==> config.mk <==
export PLATFORM = sky130hd
export DESIGN_NAME = mrc_reset_control
export DESIGN_NICKNAME = d
export VERILOG_FILES = /design/src/rtl/mrc_pkg.sv /design/src/rtl/mrc_reset_control.sv
export SDC_FILE = /design/constraint.sdc
export NUM_CORES = 1
export LEC_CHECK = 0
export BUFFER_PORTS_ARGS = -buffer_cell sky130_fd_sc_hd__clkbuf_2
export CORE_MARGIN = 4
export CORE_UTILIZATION = 45
export DETAILED_ROUTE_END_ITERATION = 10
export PLACE_DENSITY_LB_ADDON = 0.3
export SLEW_MARGIN = 15
export SYNTH_ARGS = -nofsm -noshare
export SYNTH_HDL_FRONTEND = slang
export SYNTH_SLANG_ARGS = --single-unit
==> constraint.sdc <==
create_clock -name clk_in -period 5.86 [get_ports clk_in]
set_clock_uncertainty 0.05 [all_clocks]
set_input_delay 0.293 -clock clk_in [delete_from_list [all_inputs] [get_ports clk_in]]
set_output_delay 0.293 -clock clk_in [all_outputs]
set_load 0.05 [all_outputs]
==> src/rtl/mrc_pkg.sv <==
// Constants, carrier types and state layout of the reset control block.
// Functional notes
// - Five reset sources: pin, power-on, brown-out, software request, watchdog.
// - Power-on reset resets core, peripherals and the debug test port.
// - Pin reset resets core and peripherals; only test port pin config.
// - Brown-out reset acts like pin reset and holds while supply is low; here it leaves the test port pin config unreset.
// - Brown-out reset is disabled after power-on; software may enable it.
// - Brown-out causes system reset only when its enable bit is set.
// - With brown-out reset off, a brown-out raises an interrupt instead.
// - Each reset sets its cause bit; bits stay until software clears them.
// - Power-on reset clears every cause bit except the power-on bit.
// - Internal reset holds until the power-on detector is inactive, then releases.
// - Power-on detection acts only at initial power-up, never later.
// - Three peripheral reset registers; set then clear resets that peripheral only.
// - Peripheral reset bit positions equal the clock gating bit positions.
// - A peripheral reset asserts the reset of every clock of that unit.
// - System reset request resets whole system including core, not test port.
// - System request asserts internal reset, then releases it for boot.
// - Watchdog reset resets core and peripherals but not the test port.
// - Watchdog resets only on second time-out before clear, when enabled.
package mrc_pkg;
  localparam int ADDR_W = 12;
  localparam int DATA_W = 32;
  localparam int PRST_N = 3;
  localparam int PER_W  = PRST_N * DATA_W;
  localparam logic [ADDR_W-1:0] OFF_BOR_CTRL = 12'h000;
  localparam logic [ADDR_W-1:0] OFF_CAUSE    = 12'h004;
  localparam logic [ADDR_W-1:0] OFF_PRST0    = 12'h008;
  localparam logic [ADDR_W-1:0] OFF_PRST1    = 12'h00c;
  localparam logic [ADDR_W-1:0] OFF_PRST2    = 12'h010;
  localparam logic [2:0] IDX_CTRL  = 3'h0;
  localparam logic [2:0] IDX_CAUSE = 3'h1;
  localparam logic [2:0] IDX_PRST0 = 3'h2;
  localparam logic [2:0] IDX_NONE  = 3'h7;
  localparam int BOR_EN_BIT = 1;
  localparam int CAUSE_W    = 5;
  localparam int CAUSE_EXT  = 0;
  localparam int CAUSE_POR  = 1;
  localparam int CAUSE_BOR  = 2;
  localparam int CAUSE_WDT  = 3;
  localparam int CAUSE_SW   = 4;
  localparam logic [CAUSE_W-1:0] CAUSE_RST = 5'h02;
  localparam int CLK_PERIOD_NS = 4;
  localparam int RST_HOLD_NS   = 32;
  localparam int HOLD_W        = 4;
  localparam logic [HOLD_W-1:0] HOLD_CYCLES = HOLD_W'((RST_HOLD_NS + CLK_PERIOD_NS - 1) / CLK_PERIOD_NS);

  typedef struct packed {
    logic              psel;
    logic              penable;
    logic              pwrite;
    logic [ADDR_W-1:0] paddr;
    logic [DATA_W-1:0] pwdata;
  } mrc_apb_req_t;

  typedef struct packed {
    logic [DATA_W-1:0] prdata;
    logic              pready;
    logic              pslverr;
  } mrc_apb_rsp_t;

  typedef struct packed {
    logic [1:0]                    ext_s;
    logic [1:0]                    bor_s;
    logic                          bor_en;
    logic [CAUSE_W-1:0]            cause;
    logic [PRST_N-1:0][DATA_W-1:0] prst;
    logic                          wdt_first;
    logic [HOLD_W-1:0]             hold_cnt;
    logic                          core_rst_n;
    logic [PER_W-1:0]              per_rst_n;
    logic                          test_rst_n;
    logic                          pincfg_rst_n;
    logic                          bor_irq;
    mrc_apb_rsp_t                  rsp;
  } mrc_state_t;

  localparam mrc_state_t STATE_RST = '{
    ext_s: 2'h3, bor_s: 2'h0, bor_en: 1'b0, cause: CAUSE_RST, prst: '0, wdt_first: 1'b0,
    hold_cnt: HOLD_CYCLES, core_rst_n: 1'b0, per_rst_n: '0, test_rst_n: 1'b0,
    pincfg_rst_n: 1'b0, bor_irq: 1'b0, rsp: '0};
endpackage

==> src/rtl/mrc_reset_control.sv <==
// Reset source combiner, cause recorder and internal reset sequencer with an APB register slave.
`timescale 1ns/10ps
module mrc_reset_control
  import mrc_pkg::*;
(
  // Clock and power-on reset.
  input  wire logic         clk_in,
  input  wire logic         rst_n_in,
  // Pin and supply monitor.
  input  wire logic         ext_rst_n_in,
  input  wire logic         brown_out_in,
  // Core and watchdog, same clock.
  input  wire logic         sys_reset_req_in,
  input  wire logic         wdt_timeout_in,
  input  wire logic         wdt_int_clear_in,
  input  wire logic         wdt_reset_en_in,
  // Register bus.
  input  wire mrc_apb_req_t apb_req_in,
  output mrc_apb_rsp_t      apb_rsp_out,
  // Reset and interrupt outputs.
  output logic              core_rst_n_out,
  output logic [PER_W-1:0]  per_rst_n_out,
  output logic              test_rst_n_out,
  output logic              pincfg_rst_n_out,
  output logic              bor_irq_out
);

  mrc_state_t         s;
  mrc_state_t         n;
  logic               sys_active;
  logic               wdt_fire;
  logic               acc;
  logic               done;
  logic [2:0]         idx;
  logic [CAUSE_W-1:0] cause_set;
  logic [CAUSE_W-1:0] cause_clr;
  logic [PER_W-1:0]   prst_flat;

  function automatic logic [2:0] reg_idx(input logic [ADDR_W-1:0] a);
    logic [2:0] r;
    r = IDX_NONE;
    unique case (a)
      OFF_BOR_CTRL: r = IDX_CTRL;
      OFF_CAUSE:    r = IDX_CAUSE;
      OFF_PRST0:    r = IDX_PRST0;
      OFF_PRST1:    r = 3'(IDX_PRST0 + 3'h1);
      OFF_PRST2:    r = 3'(IDX_PRST0 + 3'h2);
      default:      r = IDX_NONE;
    endcase
    return r;
  endfunction

  function automatic logic [DATA_W-1:0] read_word(input mrc_state_t st, input logic [2:0] i);
    logic [DATA_W-1:0] d;
    d = '0;
    if (i == IDX_CTRL) begin
      d[BOR_EN_BIT] = st.bor_en;
    end else if (i == IDX_CAUSE) begin
      d[CAUSE_W-1:0] = st.cause;
    end else if (i != IDX_NONE) begin
      d = st.prst[2'(i - IDX_PRST0)];
    end
    return d;
  endfunction

  assign prst_flat = s.prst;

  always_comb begin
    n = s;
    // Only the second stage of each synchroniser is read below.
    n.ext_s = {s.ext_s[0], ext_rst_n_in};
    n.bor_s = {s.bor_s[0], brown_out_in};

    // A second time-out while the first is still pending is the watchdog reset.
    wdt_fire = wdt_timeout_in && s.wdt_first && wdt_reset_en_in;
    n.wdt_first = wdt_timeout_in || (s.wdt_first && !wdt_int_clear_in);

    // Sources that reset core and peripherals; the test port is left alone.
    sys_active = !s.ext_s[1] || (s.bor_s[1] && s.bor_en) || sys_reset_req_in || wdt_fire;

    // The register answer comes one cycle into the access phase.
    idx  = reg_idx(apb_req_in.paddr);
    acc  = apb_req_in.psel && apb_req_in.penable && !s.rsp.pready;
    done = apb_req_in.psel && apb_req_in.penable && s.rsp.pready;
    n.rsp.pready  = acc;
    n.rsp.pslverr = acc && (idx == IDX_NONE);
    n.rsp.prdata  = (acc && !apb_req_in.pwrite) ? read_word(s, idx) : '0;

    cause_clr = '0;
    if (done && apb_req_in.pwrite) begin
      if (idx == IDX_CTRL) begin
        n.bor_en = apb_req_in.pwdata[BOR_EN_BIT];
      end
      if (idx == IDX_CAUSE) begin
        cause_clr = apb_req_in.pwdata[CAUSE_W-1:0];
      end
      for (int k = 0; k < PRST_N; k++) begin
        if (idx == 3'(IDX_PRST0 + 3'(k))) begin
          n.prst[k] = apb_req_in.pwdata;
        end
      end
    end

    // A new cause wins over a clear written in the same cycle.
    cause_set = '0;
    cause_set[CAUSE_EXT] = !s.ext_s[1];
    cause_set[CAUSE_BOR] = s.bor_s[1] && s.bor_en;
    cause_set[CAUSE_WDT] = wdt_fire;
    cause_set[CAUSE_SW]  = sys_reset_req_in;
    n.cause = (s.cause & ~cause_clr) | cause_set;

    // The brown-out interrupt stands in for the reset while that is off.
    n.bor_irq = s.bor_s[1] && !s.bor_en;

    if (sys_active) begin
      n.hold_cnt  = HOLD_CYCLES;
      n.prst      = '0;
      n.wdt_first = 1'b0;
    end else if (s.hold_cnt != '0) begin
      n.hold_cnt = s.hold_cnt - HOLD_W'(1);
    end

    // Release only after the sources stay quiet for the whole hold time.
    n.core_rst_n   = !sys_active && (s.hold_cnt == '0);
    // Each bit is the single reset of all clocks of one unit, indexed as its clock gate.
    n.per_rst_n    = {PER_W{n.core_rst_n}} & ~prst_flat;
    // Only power-on reaches the test port; the pin touches its pin setup alone.
    n.test_rst_n   = 1'b1;
    n.pincfg_rst_n = s.ext_s[1];
  end

  // Power-on reset loads every field, including the cause word, from the reset image.
  always_ff @(posedge clk_in or negedge rst_n_in) begin
    if (!rst_n_in) begin
      s <= STATE_RST;
    end else begin
      s <= n;
    end
  end

  assign apb_rsp_out      = s.rsp;
  assign core_rst_n_out   = s.core_rst_n;
  assign per_rst_n_out    = s.per_rst_n;
  assign test_rst_n_out   = s.test_rst_n;
  assign pincfg_rst_n_out = s.pincfg_rst_n;
  assign bor_irq_out      = s.bor_irq;
endmodule // mrc_reset_control

==> flow_summary.html, run 1 <==
<table>
<tr><th>Metric</th><th>Value</th></tr>
<tr><th colspan="2">Final layout</th></tr>
<tr><td>Post-route cell area</td><td>11500 um^2</td></tr>
<tr><td>Filler cell count in the final layout</td><td>about 2000</td></tr>
<tr><td>Area added between synthesis and finish</td><td>12.3%</td></tr>
<tr><td>Leading cell types in the layout, fill and taps excluded</td><td>dfrtp_1, clkbuf_2, nand2_1</td></tr>
<tr><td>Most frequent standard cell in the layout excluding fill and tap cells</td><td>dfrtp_1</td></tr>
<tr><td>Count of antenna diodes in the layout</td><td>0</td></tr>
<tr><td>Fraction of final layout cells sized beyond drive strength 1</td><td>~25%</td></tr>
<tr><td>NumNets Final</td><td>1034</td></tr>
<tr><th colspan="2">Die</th></tr>
<tr><td>Num rows</td><td>55</td></tr>
<tr><td>IO Pins</td><td>approximately 190</td></tr>
<tr><td>Die boundary width</td><td>approximately 160 um</td></tr>
<tr><td>Initial Util</td><td>45.5%</td></tr>
<tr><td>Total die area</td><td>between 20000 and 30000 um^2</td></tr>
<tr><td>Die Ht</td><td>roughly 160 um</td></tr>
<tr><td>Core Footprint</td><td>approximately 23000 um^2</td></tr>
<tr><th colspan="2">Detailed routing</th></tr>
<tr><td>Total vias in the final route</td><td>between 6000 and 7000</td></tr>
<tr><td>Remaining antenna violation count</td><td>0</td></tr>
<tr><td>Detailed Route Iter0 Violations</td><td>~340</td></tr>
<tr><td>Mean routed wirelength per cell</td><td>approximately 17 um</td></tr>
<tr><td>Via density per instance</td><td>around 5</td></tr>
<tr><td>Count of unresolved DRC violations after routing</td><td>0</td></tr>
<tr><td>Number of detailed-routing iterations run before antenna repair</td><td>5</td></tr>
<tr><td>Total routed wirelength</td><td>approximately 22 mm</td></tr>
<tr><th colspan="2">Clock network</th></tr>
<tr><td>Maximum level of the CTS H-tree</td><td>1</td></tr>
<tr><td>Clock-pin slew on the worst setup and hold paths</td><td>about 0.06 ns</td></tr>
<tr><td>Sinks on the clock net</td><td>245</td></tr>
<tr><td>Clock buffers created by TritonCTS</td><td>25</td></tr>
<tr><td>Clk Latency, worst-skew pair</td><td>~0.51 ns</td></tr>
<tr><td>CTS Root Cell</td><td>clkbuf_16</td></tr>
<tr><td>CTS tree</td><td>built</td></tr>
<tr><td>Total setup buffers inserted after CTS</td><td>0</td></tr>
<tr><td>Max Root-Sink Buffers</td><td>3</td></tr>
<tr><th colspan="2">Critical path</th></tr>
<tr><td>Number of cells traversed by the worst register-to-register path</td><td>5</td></tr>
<tr><td>Worst setup path start</td><td>s[240]$_DFFE_PN0P_</td></tr>
<tr><td>R2r setup slk</td><td>~3.3 ns</td></tr>
<tr><td>Biggest fanout along the worst timing path</td><td>73</td></tr>
<tr><td>Type of element launching the critical path</td><td>flop</td></tr>
<tr><td>Critical Path Sink Type</td><td>flop</td></tr>
<tr><td>Data required time at the worst endpoint</td><td>between 6 and 7 ns</td></tr>
<tr><td>CP Data Arrival Time</td><td>2.91 ns</td></tr>
<tr><td>Worst reg2reg path endpoint</td><td>prst_flat[19]$_DFFE_PN0P_</td></tr>
<tr><td>Kind of critical path</td><td>reg -&gt; reg</td></tr>
<tr><td>Worst r2r src</td><td>s[240]$_DFFE_PN0P_</td></tr>
<tr><th colspan="2">Worst hold path</th></tr>
<tr><td>Hold path startpoint</td><td>apb_req_in[24]</td></tr>
<tr><td>Min-delay worst type</td><td>in -&gt; reg</td></tr>
<tr><td>Hold EP</td><td>prst_flat[88]$_DFFE_PN0P_</td></tr>
<tr><td>Worst Hold Path Cells</td><td>3</td></tr>
<tr><th colspan="2">Placement</th></tr>
<tr><td>Buffers added on ports</td><td>188</td></tr>
<tr><td>Post-DP Area</td><td>around 11000 um^2</td></tr>
<tr><td>Final estimated routing congestion in global placement</td><td>0.781</td></tr>
<tr><td>HPWL after DPL</td><td>~14 mm</td></tr>
<tr><th colspan="2">Timing</th></tr>
<tr><td>Worst hold slack after final layout</td><td>about 0.027 ns</td></tr>
<tr><td>Final Hold Vio Count</td><td>0</td></tr>
<tr><td>Slew at the pin closest to its max-slew limit</td><td>between 0.9 and 1 ns</td></tr>
<tr><td>Final clock period utilization by the worst path</td><td>a little over two fifths</td></tr>
<tr><td>Setup violations, final</td><td>0</td></tr>
<tr><td>RSZ-0062 raised after global routing</td><td>false</td></tr>
<tr><td>Worst relative slew slack</td><td>a little over a third</td></tr>
<tr><td>Final critical path time including I/O delays and setup</td><td>~2.5 ns</td></tr>
<tr><td>Max-slew violation count</td><td>0</td></tr>
<tr><td>Highest clock rate</td><td>about 390 MHz</td></tr>
<tr><td>Sum of negative setup slack</td><td>0 ns</td></tr>
<tr><th colspan="2">Pwr</th></tr>
<tr><td>Proportion of power drawn by the clock network</td><td>46.5%</td></tr>
<tr><td>Ratio of total power to cell area</td><td>around 310 nW/um^2</td></tr>
<tr><td>Comb power frac</td><td>roughly 6%</td></tr>
<tr><td>Switching part of the total power</td><td>between 20% and 30%</td></tr>
<tr><td>Static leakage</td><td>approximately 6.3 nW</td></tr>
<tr><td>Maximum ir drop on the vdd rail</td><td>about 160 uV</td></tr>
<tr><td>Switching power summed over all nets</td><td>797 uW</td></tr>
<tr><td>Relative contribution of sequential cells to total power</td><td>between 40% and 50%</td></tr>
<tr><td>Int Pwr</td><td>2.83 mW</td></tr>
<tr><th colspan="2">Logic synthesis</th></tr>
<tr><td>Average instance area after synthesis</td><td>approximately 11 um^2</td></tr>
<tr><td>Count of warnings emitted by yosys</td><td>0</td></tr>
<tr><td>Post-synthesis net count</td><td>976</td></tr>
<tr><td>Post-synthesis instance area</td><td>between 10000 and 15000 um^2</td></tr>
<tr><td>Count of cell types in the netlist</td><td>43</td></tr>
<tr><td>Top cells by area in the synthesized netlist</td><td>dfrtp_1, mux2i_1, buf_4</td></tr>
<tr><td>Share of synthesized area occupied by flip-flops and latches</td><td>between 50% and 60%</td></tr>
<tr><td>Yosys reg bits</td><td>approximately 250</td></tr>
<tr><td>Leading area contributor after synthesis</td><td>dfrtp_1</td></tr>
<tr><td>Post-Syn Instances</td><td>between 900 and 1000</td></tr>
<tr><td>Yosys top cell area share</td><td>58.7%</td></tr>
<tr><th colspan="2">Global route</th></tr>
<tr><td>Vias in the first global route</td><td>about 6700</td></tr>
<tr><td>Maximum number of pins on one net before global-route repair</td><td>between 150 and 200</td></tr>
<tr><td>GRT overflow</td><td>0</td></tr>
<tr><td>GRT Overall Usage</td><td>about 18%</td></tr>
<tr><td>Global-route wire length before repair</td><td>36.7 mm</td></tr>
<tr><td>Initial antenna violation count</td><td>0</td></tr>
<tr><th colspan="2">Flow run</th></tr>
<tr><td>Max-cap violations</td><td>0</td></tr>
<tr><th colspan="2">Status</th></tr>
<tr><td>Run status</td><td>finished, final reports clean</td></tr>
</table>
## logic make-up (layout without fill, tap and decap cells)
logic type | after synthesis | in the layout | synth area share (%)
XOR/XNOR | 1 | 1 | 0.0852
buffers and inverters | 189 | 264 | 11.9
AND/OR/NAND/NOR | 296 | 296 | 12.0
AO/OA/AOI/OAI | 81 | 81 | 5.92
adder cells (fa/ha/maj) | 3 | 3 | 0.341
flip-flops | 245 | 245 | 59.7
other | 1 | 1 | 0.0365
multiplexers | 103 | 103 | 10.0
## worst max path at each step
| stage | to | cells past startpoint |
|---|---|---|
| final | prst_flat[19]$_DFFE_PN0P_ | 5 |
| after global routing | prst_flat[19]$_DFFE_PN0P_ | 5 |
| after CTS | prst_flat[19]$_DFFE_PN0P_ | 5 |
| after detailed placement | prst_flat[84]$_DFFE_PN0P_ | 5 |
| after global placement | prst_flat[84]$_DFFE_PN0P_ | 5 |
| after floorplan | apb_rsp_out[3]$_DFF_PN0_ | 5 |
## Yosys cell counts
| cell type | count |
|---|---|
| mux2_2 | 1 |
| nor2b_1 | 5 |
| or3b_1 | 1 |
| nand3b_1 | 4 |
| a22o_1 | 27 |
| or2_2 | 2 |
| clkbuf_1 | 33 |
| nor2_1 | 130 |
| nand3_1 | 2 |
| nand2_1 | 130 |
| a221o_1 | 1 |
| o211ai_1 | 1 |
| nand2b_1 | 2 |
| and4_1 | 1 |
| dfrtp_1 | 241 |
| inv_1 | 7 |
| mux2i_1 | 102 |
| or4_4 | 2 |
| dfstp_2 | 4 |
| nand4_1 | 2 |
| buf_4 | 130 |
| a31oi_1 | 5 |
| o22ai_1 | 4 |
| xnor2_1 | 1 |
| maj3_1 | 1 |
| buf_1 | 5 |
| nor3_1 | 3 |
| a211oi_1 | 1 |
| or3_1 | 1 |
| ha_1 | 2 |
| and3_1 | 1 |
| nor4_1 | 1 |
| a21oi_1 | 7 |
| nor3b_1 | 2 |
| and2_1 | 5 |
| conb_1 | 1 |
| a21boi_0 | 1 |
| nor4_4 | 1 |
| a22oi_1 | 31 |
| buf_6 | 1 |
| buf_2 | 13 |
| o21ai_0 | 3 |
| nand4b_1 | 1 |
## power by group through the flow
stage | clock network [mW] | registers [mW] | logic [mW]
CTS | 1.74 | 1.72 | 0.220
detailed placement | 0 | 1.75 | 0.212
global placement | 0 | 1.75 | 0.211
finish | 1.69 | 1.72 | 0.216
global route | 1.80 | 1.73 | 0.237
floorplan | 0 | 1.76 | 0.137
## state kept, by name, indices dropped and copies added (netlist names)
register	flops
pincfg_rst_n_out	1
bor_irq_out	1
core_rst_n_out	1
test_rst_n_out	1
s	12
apb_rsp_out	34
per_rst_n_out	96
prst_flat	96
n	3
## what timing repair did
item / in CTS / in global routing
hold buffers: 16 / 0
resized for setup: 0 / 0
endpoints found under the hold margin: 102 / 0
## per-stage QoR
step	std cells	utilization (%)	power (mW)	setup WS, ns
3_3_place_gp	1219	46.5	1.97	3.03
3_5_place_dp	1219	46.5	1.97	2.96
2_1_floorplan	919	-	1.89	3.69
6_report	1279	51.1	3.63	3.32
5_1_grt	1279	51.1	3.77	3.07
4_1_cts	1279	51.1	3.68	3.29
## cell type report
type                            count  area [um^2]  area share [%]
Tap cell                          285          357            3.09
Inverter                            7         26.3           0.228
Sequential cell                   245         6140            53.2
Multi-Input combinational cell    485         2950            25.6
Timing Repair Buffer              213         1190            10.3
Clock buffer                       37          721            6.24
Clock inverter                      7          160            1.39
## routing by layer
layer  vias to the layer above  routed length [um]  track usage (%)
met5                         -                   0                0
met2                       188               10800             28.8
met4                         0                 511             4.93
li1                       3020                   -                -
met1                      3126                9650             24.1
met3                        35                1300             3.29
## critical path: stages (launching register included)
cell     delay [ns]
dfrtp_1        0.44
nand2_1        0.14
and4_4         0.65
buf_4          0.70
nand2_1        0.24
mux2i_1        0.19
No activity file was read; power rests on OpenSTA's default activity.
==> run 2, diff against run 1 <==
- ABC_AREA: unset -> 1
- clock period: 5.86 -> 2.2 ns (I/O delays scaled with it)
==> run 2 against run 1 <==
Compared with the run above: sequential power grew to 2.8 times the previous value; first-iteration DRC count grew 49%; cell count grew 9.2%; clock-buffer cell count is the same; synthesized cell count grew 8.1%; via count grew 7.5%; largest cell class unchanged.
==> flow_summary.html, run 2 <==
<table>
<tr><th>Metric</th><th>Value</th></tr>
<tr><th colspan="2">Status</th></tr>
<tr><td>Run status</td><td>finished, final reports clean</td></tr>
<tr><th colspan="2">Clock network</th></tr>
<tr><td>Max Root-Sink Buffers</td><td>3 (unchanged)</td></tr>
<tr><td>CTS tree</td><td>built</td></tr>
<tr><td>Sinks on the clock net</td><td>245 (unchanged)</td></tr>
<tr><td>Clk Latency, worst-skew pair</td><td>0.51 ns (about the same)</td></tr>
<tr><td>CTS Root Cell</td><td>clkbuf_16</td></tr>
<tr><td>Clock buffers created by TritonCTS</td><td>26 (+4.0%)</td></tr>
<tr><td>Maximum level of the CTS H-tree</td><td>1 (unchanged)</td></tr>
<tr><td>Clock-pin slew on the worst setup and hold paths</td><td>0.06 ns (about the same)</td></tr>
<tr><th colspan="2">Final layout</th></tr>
<tr><td>Fraction of final layout cells sized beyond drive strength 1</td><td>24.6% (-0.53 points)</td></tr>
<tr><td>Area added between synthesis and finish</td><td>17.4%</td></tr>
<tr><td>Area taken by multi-input logic gates</td><td>2490 um^2 (-16%)</td></tr>
<tr><td>Count of antenna diodes in the layout</td><td>0 (unchanged)</td></tr>
<tr><td>Sequential Area</td><td>6140 um^2 (unchanged)</td></tr>
<tr><td>Post-route cell area</td><td>11600 um^2 (+0.77%)</td></tr>
<tr><td>Most frequent standard cell in the layout excluding fill and tap cells</td><td>dfrtp_1</td></tr>
<tr><td>Filler cell count in the final layout</td><td>1974 (-2.2%)</td></tr>
<tr><td>NumNets Final</td><td>1155 (+12%)</td></tr>
<tr><td>Leading cell types in the layout, fill and taps excluded</td><td>dfrtp_1, nand2_1, clkbuf_2</td></tr>
<tr><th colspan="2">Logic synthesis</th></tr>
<tr><td>Yosys reg bits</td><td>245 (unchanged)</td></tr>
<tr><td>Count of cell types in the netlist</td><td>33 (-23%)</td></tr>
<tr><td>Post-synthesis instance area</td><td>9910 um^2 (-3.6%)</td></tr>
<tr><td>Average instance area after synthesis</td><td>9.98 um^2 (-11%)</td></tr>
<tr><td>Post-Syn Instances</td><td>993 (+8.1%)</td></tr>
<tr><td>FFs w/ async S/R, synth</td><td>100% (unchanged)</td></tr>
<tr><td>Top_reg_cell synth</td><td>dfrtp_1</td></tr>
<tr><td>EDFF count, synth</td><td>0 (unchanged)</td></tr>
<tr><td>Yosys top cell area share</td><td>60.9% (+2.2 points)</td></tr>
<tr><td>Share of synthesized area occupied by flip-flops and latches</td><td>61.9% (+2.2 points)</td></tr>
<tr><td>List of most frequent post-synthesis cells</td><td>dfrtp_1, nand2_1, buf_4, nor2_1, o21ai_0</td></tr>
<tr><td>Top cells by area in the synthesized netlist</td><td>dfrtp_1, buf_4, nand2_1</td></tr>
<tr><td>Post-synthesis net count</td><td>1050 (+7.6%)</td></tr>
<tr><td>Most repeated cell in the gate-level netlist after synthesis</td><td>dfrtp_1</td></tr>
<tr><td>Leading area contributor after synthesis</td><td>dfrtp_1</td></tr>
<tr><td>Count of warnings emitted by yosys</td><td>0 (unchanged)</td></tr>
<tr><th colspan="2">Die</th></tr>
<tr><td>Initial Util</td><td>45.5% (about the same)</td></tr>
<tr><td>Core Footprint</td><td>21800 um^2 (-3.6%)</td></tr>
<tr><td>Total die area</td><td>24500 um^2 (-3.4%)</td></tr>
<tr><td>IO Pins</td><td>189 (unchanged)</td></tr>
<tr><td>Die boundary width</td><td>156 um (-1.7%)</td></tr>
<tr><td>Num rows</td><td>54 (-1.8%)</td></tr>
<tr><td>Die Ht</td><td>156 um (-1.7%)</td></tr>
<tr><th colspan="2">Global route</th></tr>
<tr><td>Vias in the first global route</td><td>6900 (+2.4%)</td></tr>
<tr><td>GRT overflow</td><td>0 (unchanged)</td></tr>
<tr><td>Global-route wire length before repair</td><td>37.0 mm (+0.81%)</td></tr>
<tr><td>GRT Overall Usage</td><td>19.0% (+1.4 points)</td></tr>
<tr><td>Maximum number of pins on one net before global-route repair</td><td>97 (-42%)</td></tr>
<tr><td>Initial antenna violation count</td><td>0 (unchanged)</td></tr>
<tr><th colspan="2">Detailed routing</th></tr>
<tr><td>Count of unresolved DRC violations after routing</td><td>0 (unchanged)</td></tr>
<tr><td>Detailed Route Iter0 Violations</td><td>503 (+49%)</td></tr>
<tr><td>Total routed wirelength</td><td>23.0 mm (+3.1%)</td></tr>
<tr><td>Remaining antenna violation count</td><td>0 (unchanged)</td></tr>
<tr><td>Mean routed wirelength per cell</td><td>16.5 um (-5.6%)</td></tr>
<tr><td>Total vias in the final route</td><td>6846 (+7.5%)</td></tr>
<tr><td>Number of detailed-routing iterations run before antenna repair</td><td>5 (unchanged)</td></tr>
<tr><td>Via density per instance</td><td>4.90 (-1.6%)</td></tr>
<tr><th colspan="2">Critical path</th></tr>
<tr><td>Critical Path Sink Type</td><td>flop</td></tr>
<tr><td>Type of element launching the critical path</td><td>primary input</td></tr>
<tr><td>Critical path's top delay family</td><td>buffers and inverters</td></tr>
<tr><td>Biggest fanout along the worst timing path</td><td>28 (-62%)</td></tr>
<tr><td>Series of cell instances along the critical path</td><td>dlygate4sd3_1 -&gt; clkbuf_2 -&gt; nand2_1 -&gt; dlygate4sd3_1 -&gt; nor2_1 -&gt; nand2_1 -&gt; nor2_4 -&gt; nand2_8 -&gt; inv_1 -&gt; nand2_1 -&gt; nand2_1</td></tr>
<tr><td>Slowest stage cell on the critical path</td><td>dlygate4sd3_1</td></tr>
<tr><td>CP peak stage delay</td><td>0.60 ns (-0.10 ns)</td></tr>
<tr><td>CP Data Arrival Time</td><td>2.40 ns (-0.51 ns)</td></tr>
<tr><td>Most Frequent Cell on Critical Path</td><td>nand2_1</td></tr>
<tr><td>Data required time at the worst endpoint</td><td>2.60 ns (-3.63 ns)</td></tr>
<tr><td>Kind of critical path</td><td>in -&gt; reg</td></tr>
<tr><td>R2r setup slk</td><td>0.27 ns (-3.05 ns)</td></tr>
<tr><td>Buffers plus inverters on the worst setup path</td><td>4 (+3)</td></tr>
<tr><th colspan="2">Pwr</th></tr>
<tr><td>Ratio of total power to cell area</td><td>867 nW/um^2 (+180%)</td></tr>
<tr><td>Maximum ir drop on the vdd rail</td><td>463 uV (+190%)</td></tr>
<tr><td>Static leakage</td><td>6.00 nW (-4.3%)</td></tr>
<tr><td>Final Power</td><td>10.1 mW (+180%)</td></tr>
<tr><th colspan="2">Timing</th></tr>
<tr><td>Slew at the pin closest to its max-slew limit</td><td>0.610 ns (-0.349 ns)</td></tr>
<tr><td>Sum of negative setup slack</td><td>0 ns (unchanged)</td></tr>
<tr><td>Max-slew violation count</td><td>0 (unchanged)</td></tr>
<tr><td>Worst relative slew slack</td><td>59.2% (+23 points)</td></tr>
<tr><td>Worst hold slack after final layout</td><td>0.0451 ns (+0.0181 ns)</td></tr>
<tr><td>Highest clock rate</td><td>500 MHz</td></tr>
<tr><td>RSZ-0062 raised after global routing</td><td>false</td></tr>
<tr><td>Setup violations, final</td><td>0 (unchanged)</td></tr>
<tr><td>Final Hold Vio Count</td><td>0 (unchanged)</td></tr>
<tr><td>Final critical path time including I/O delays and setup</td><td>between 1.5 and 2 ns</td></tr>
<tr><td>Final clock period utilization by the worst path</td><td>90.8%</td></tr>
<tr><th colspan="2">Flow run</th></tr>
<tr><td>Max-cap violations</td><td>0 (unchanged)</td></tr>
<tr><th colspan="2">Worst hold path</th></tr>
<tr><td>Min-delay worst type</td><td>in -&gt; reg</td></tr>
<tr><th colspan="2">Placement</th></tr>
<tr><td>Post-DP Area</td><td>10300 um^2 (-2.2%)</td></tr>
<tr><td>HPWL after DPL</td><td>14.8 mm (+7.4%)</td></tr>
<tr><td>Final estimated routing congestion in global placement</td><td>0.759 (-2.8%)</td></tr>
<tr><td>Buffers added on ports</td><td>188 (unchanged)</td></tr>
</table>
==> run 2: cells by family after synthesis <==
| group | share of synthesized area, % |
|---|---|
| other cells | 0.0378 |
| xor+xnor | 0.0884 |
| compound gates | 7.89 |
| flops | 61.9 |
| simple gates | 16.7 |
| buf+inv | 13.1 |
| fa+ha+maj | 0.252 |
==> run 2: final timing paths <==
| kind | startpoint | depth (start not counted) | endpoint |
|---|---|---|---|
| max | apb_req_in[45] | 11 | apb_rsp_out[4]$_DFF_PN0_ |
| min | apb_req_in[46] | 6 | s[240]$_DFFE_PN0P_ |
| max reg2reg | n[35]$_DFF_PN1_ | 5 | prst_flat[86]$_DFFE_PN0P_ |
| min reg2reg | n[242]$_DFF_PN0_ | 0 | s[242]$_DFF_PN0_ |
| max in group asynchronous | rst_n_in | 3 | s[137]$_DFFE_PN1N_ |
| min in group asynchronous | rst_n_in | 2 | s[235]$_DFF_PN0_ |
==> run 2: what timing repair did <==
action	4_1_cts	5_1_grt
hold endpoints to repair	354	0
hold buffers	43	0
endpoints found under the setup margin	0	31
buffers inserted	0	1
gates resized for setup	0	1
==> run 2: per-layer routing <==
metal  global-route usage, %  share of wire, %  up-vias
met5                       0                 0        -
met4                    5.74               2.3        0
met3                    3.62               6.7       37
met2                    30.6                48      250
met1                    26.3                43     3287
li1                        -                 -     3272
==> run 2: cell type report <==
cell class / instances / area share [%]
clock buffer: 37 / 6.73
clock inverter: 10 / 1.11
sequential: 245 / 52.8
inverter: 28 / 0.914
multi-input combinational: 545 / 21.4
timing repair buffer: 252 / 14.1
tap: 280 / 3.01
==> run 2: stage by stage <==
stage	utilization [%]	std cells	worst slack, ns
2_1_floorplan	-	993	0.620
3_3_place_gp	47.2	1306	0.277
3_5_place_dp	47.2	1306	0.206
4_1_cts	53.4	1396	0.0735
5_1_grt	53.5	1397	0.0412
6_report	53.5	1397	0.202
==> run 2: power by group <==
| group | switching, mW | internal, mW |
|---|---|---|
| sequential | 0.108 | 4.67 |
| combinational | 0.529 | 0.225 |
| clock | 1.73 | 2.82 |
| total | 2.37 | 7.71 |
==> run 2: worst min-delay path: stages <==
cell      delay, ns
clkbuf_2       0.08
nand2_1        0.13
nor3_4         0.05
inv_1          0.06
o21ai_0        0.08
o21ai_0        0.07
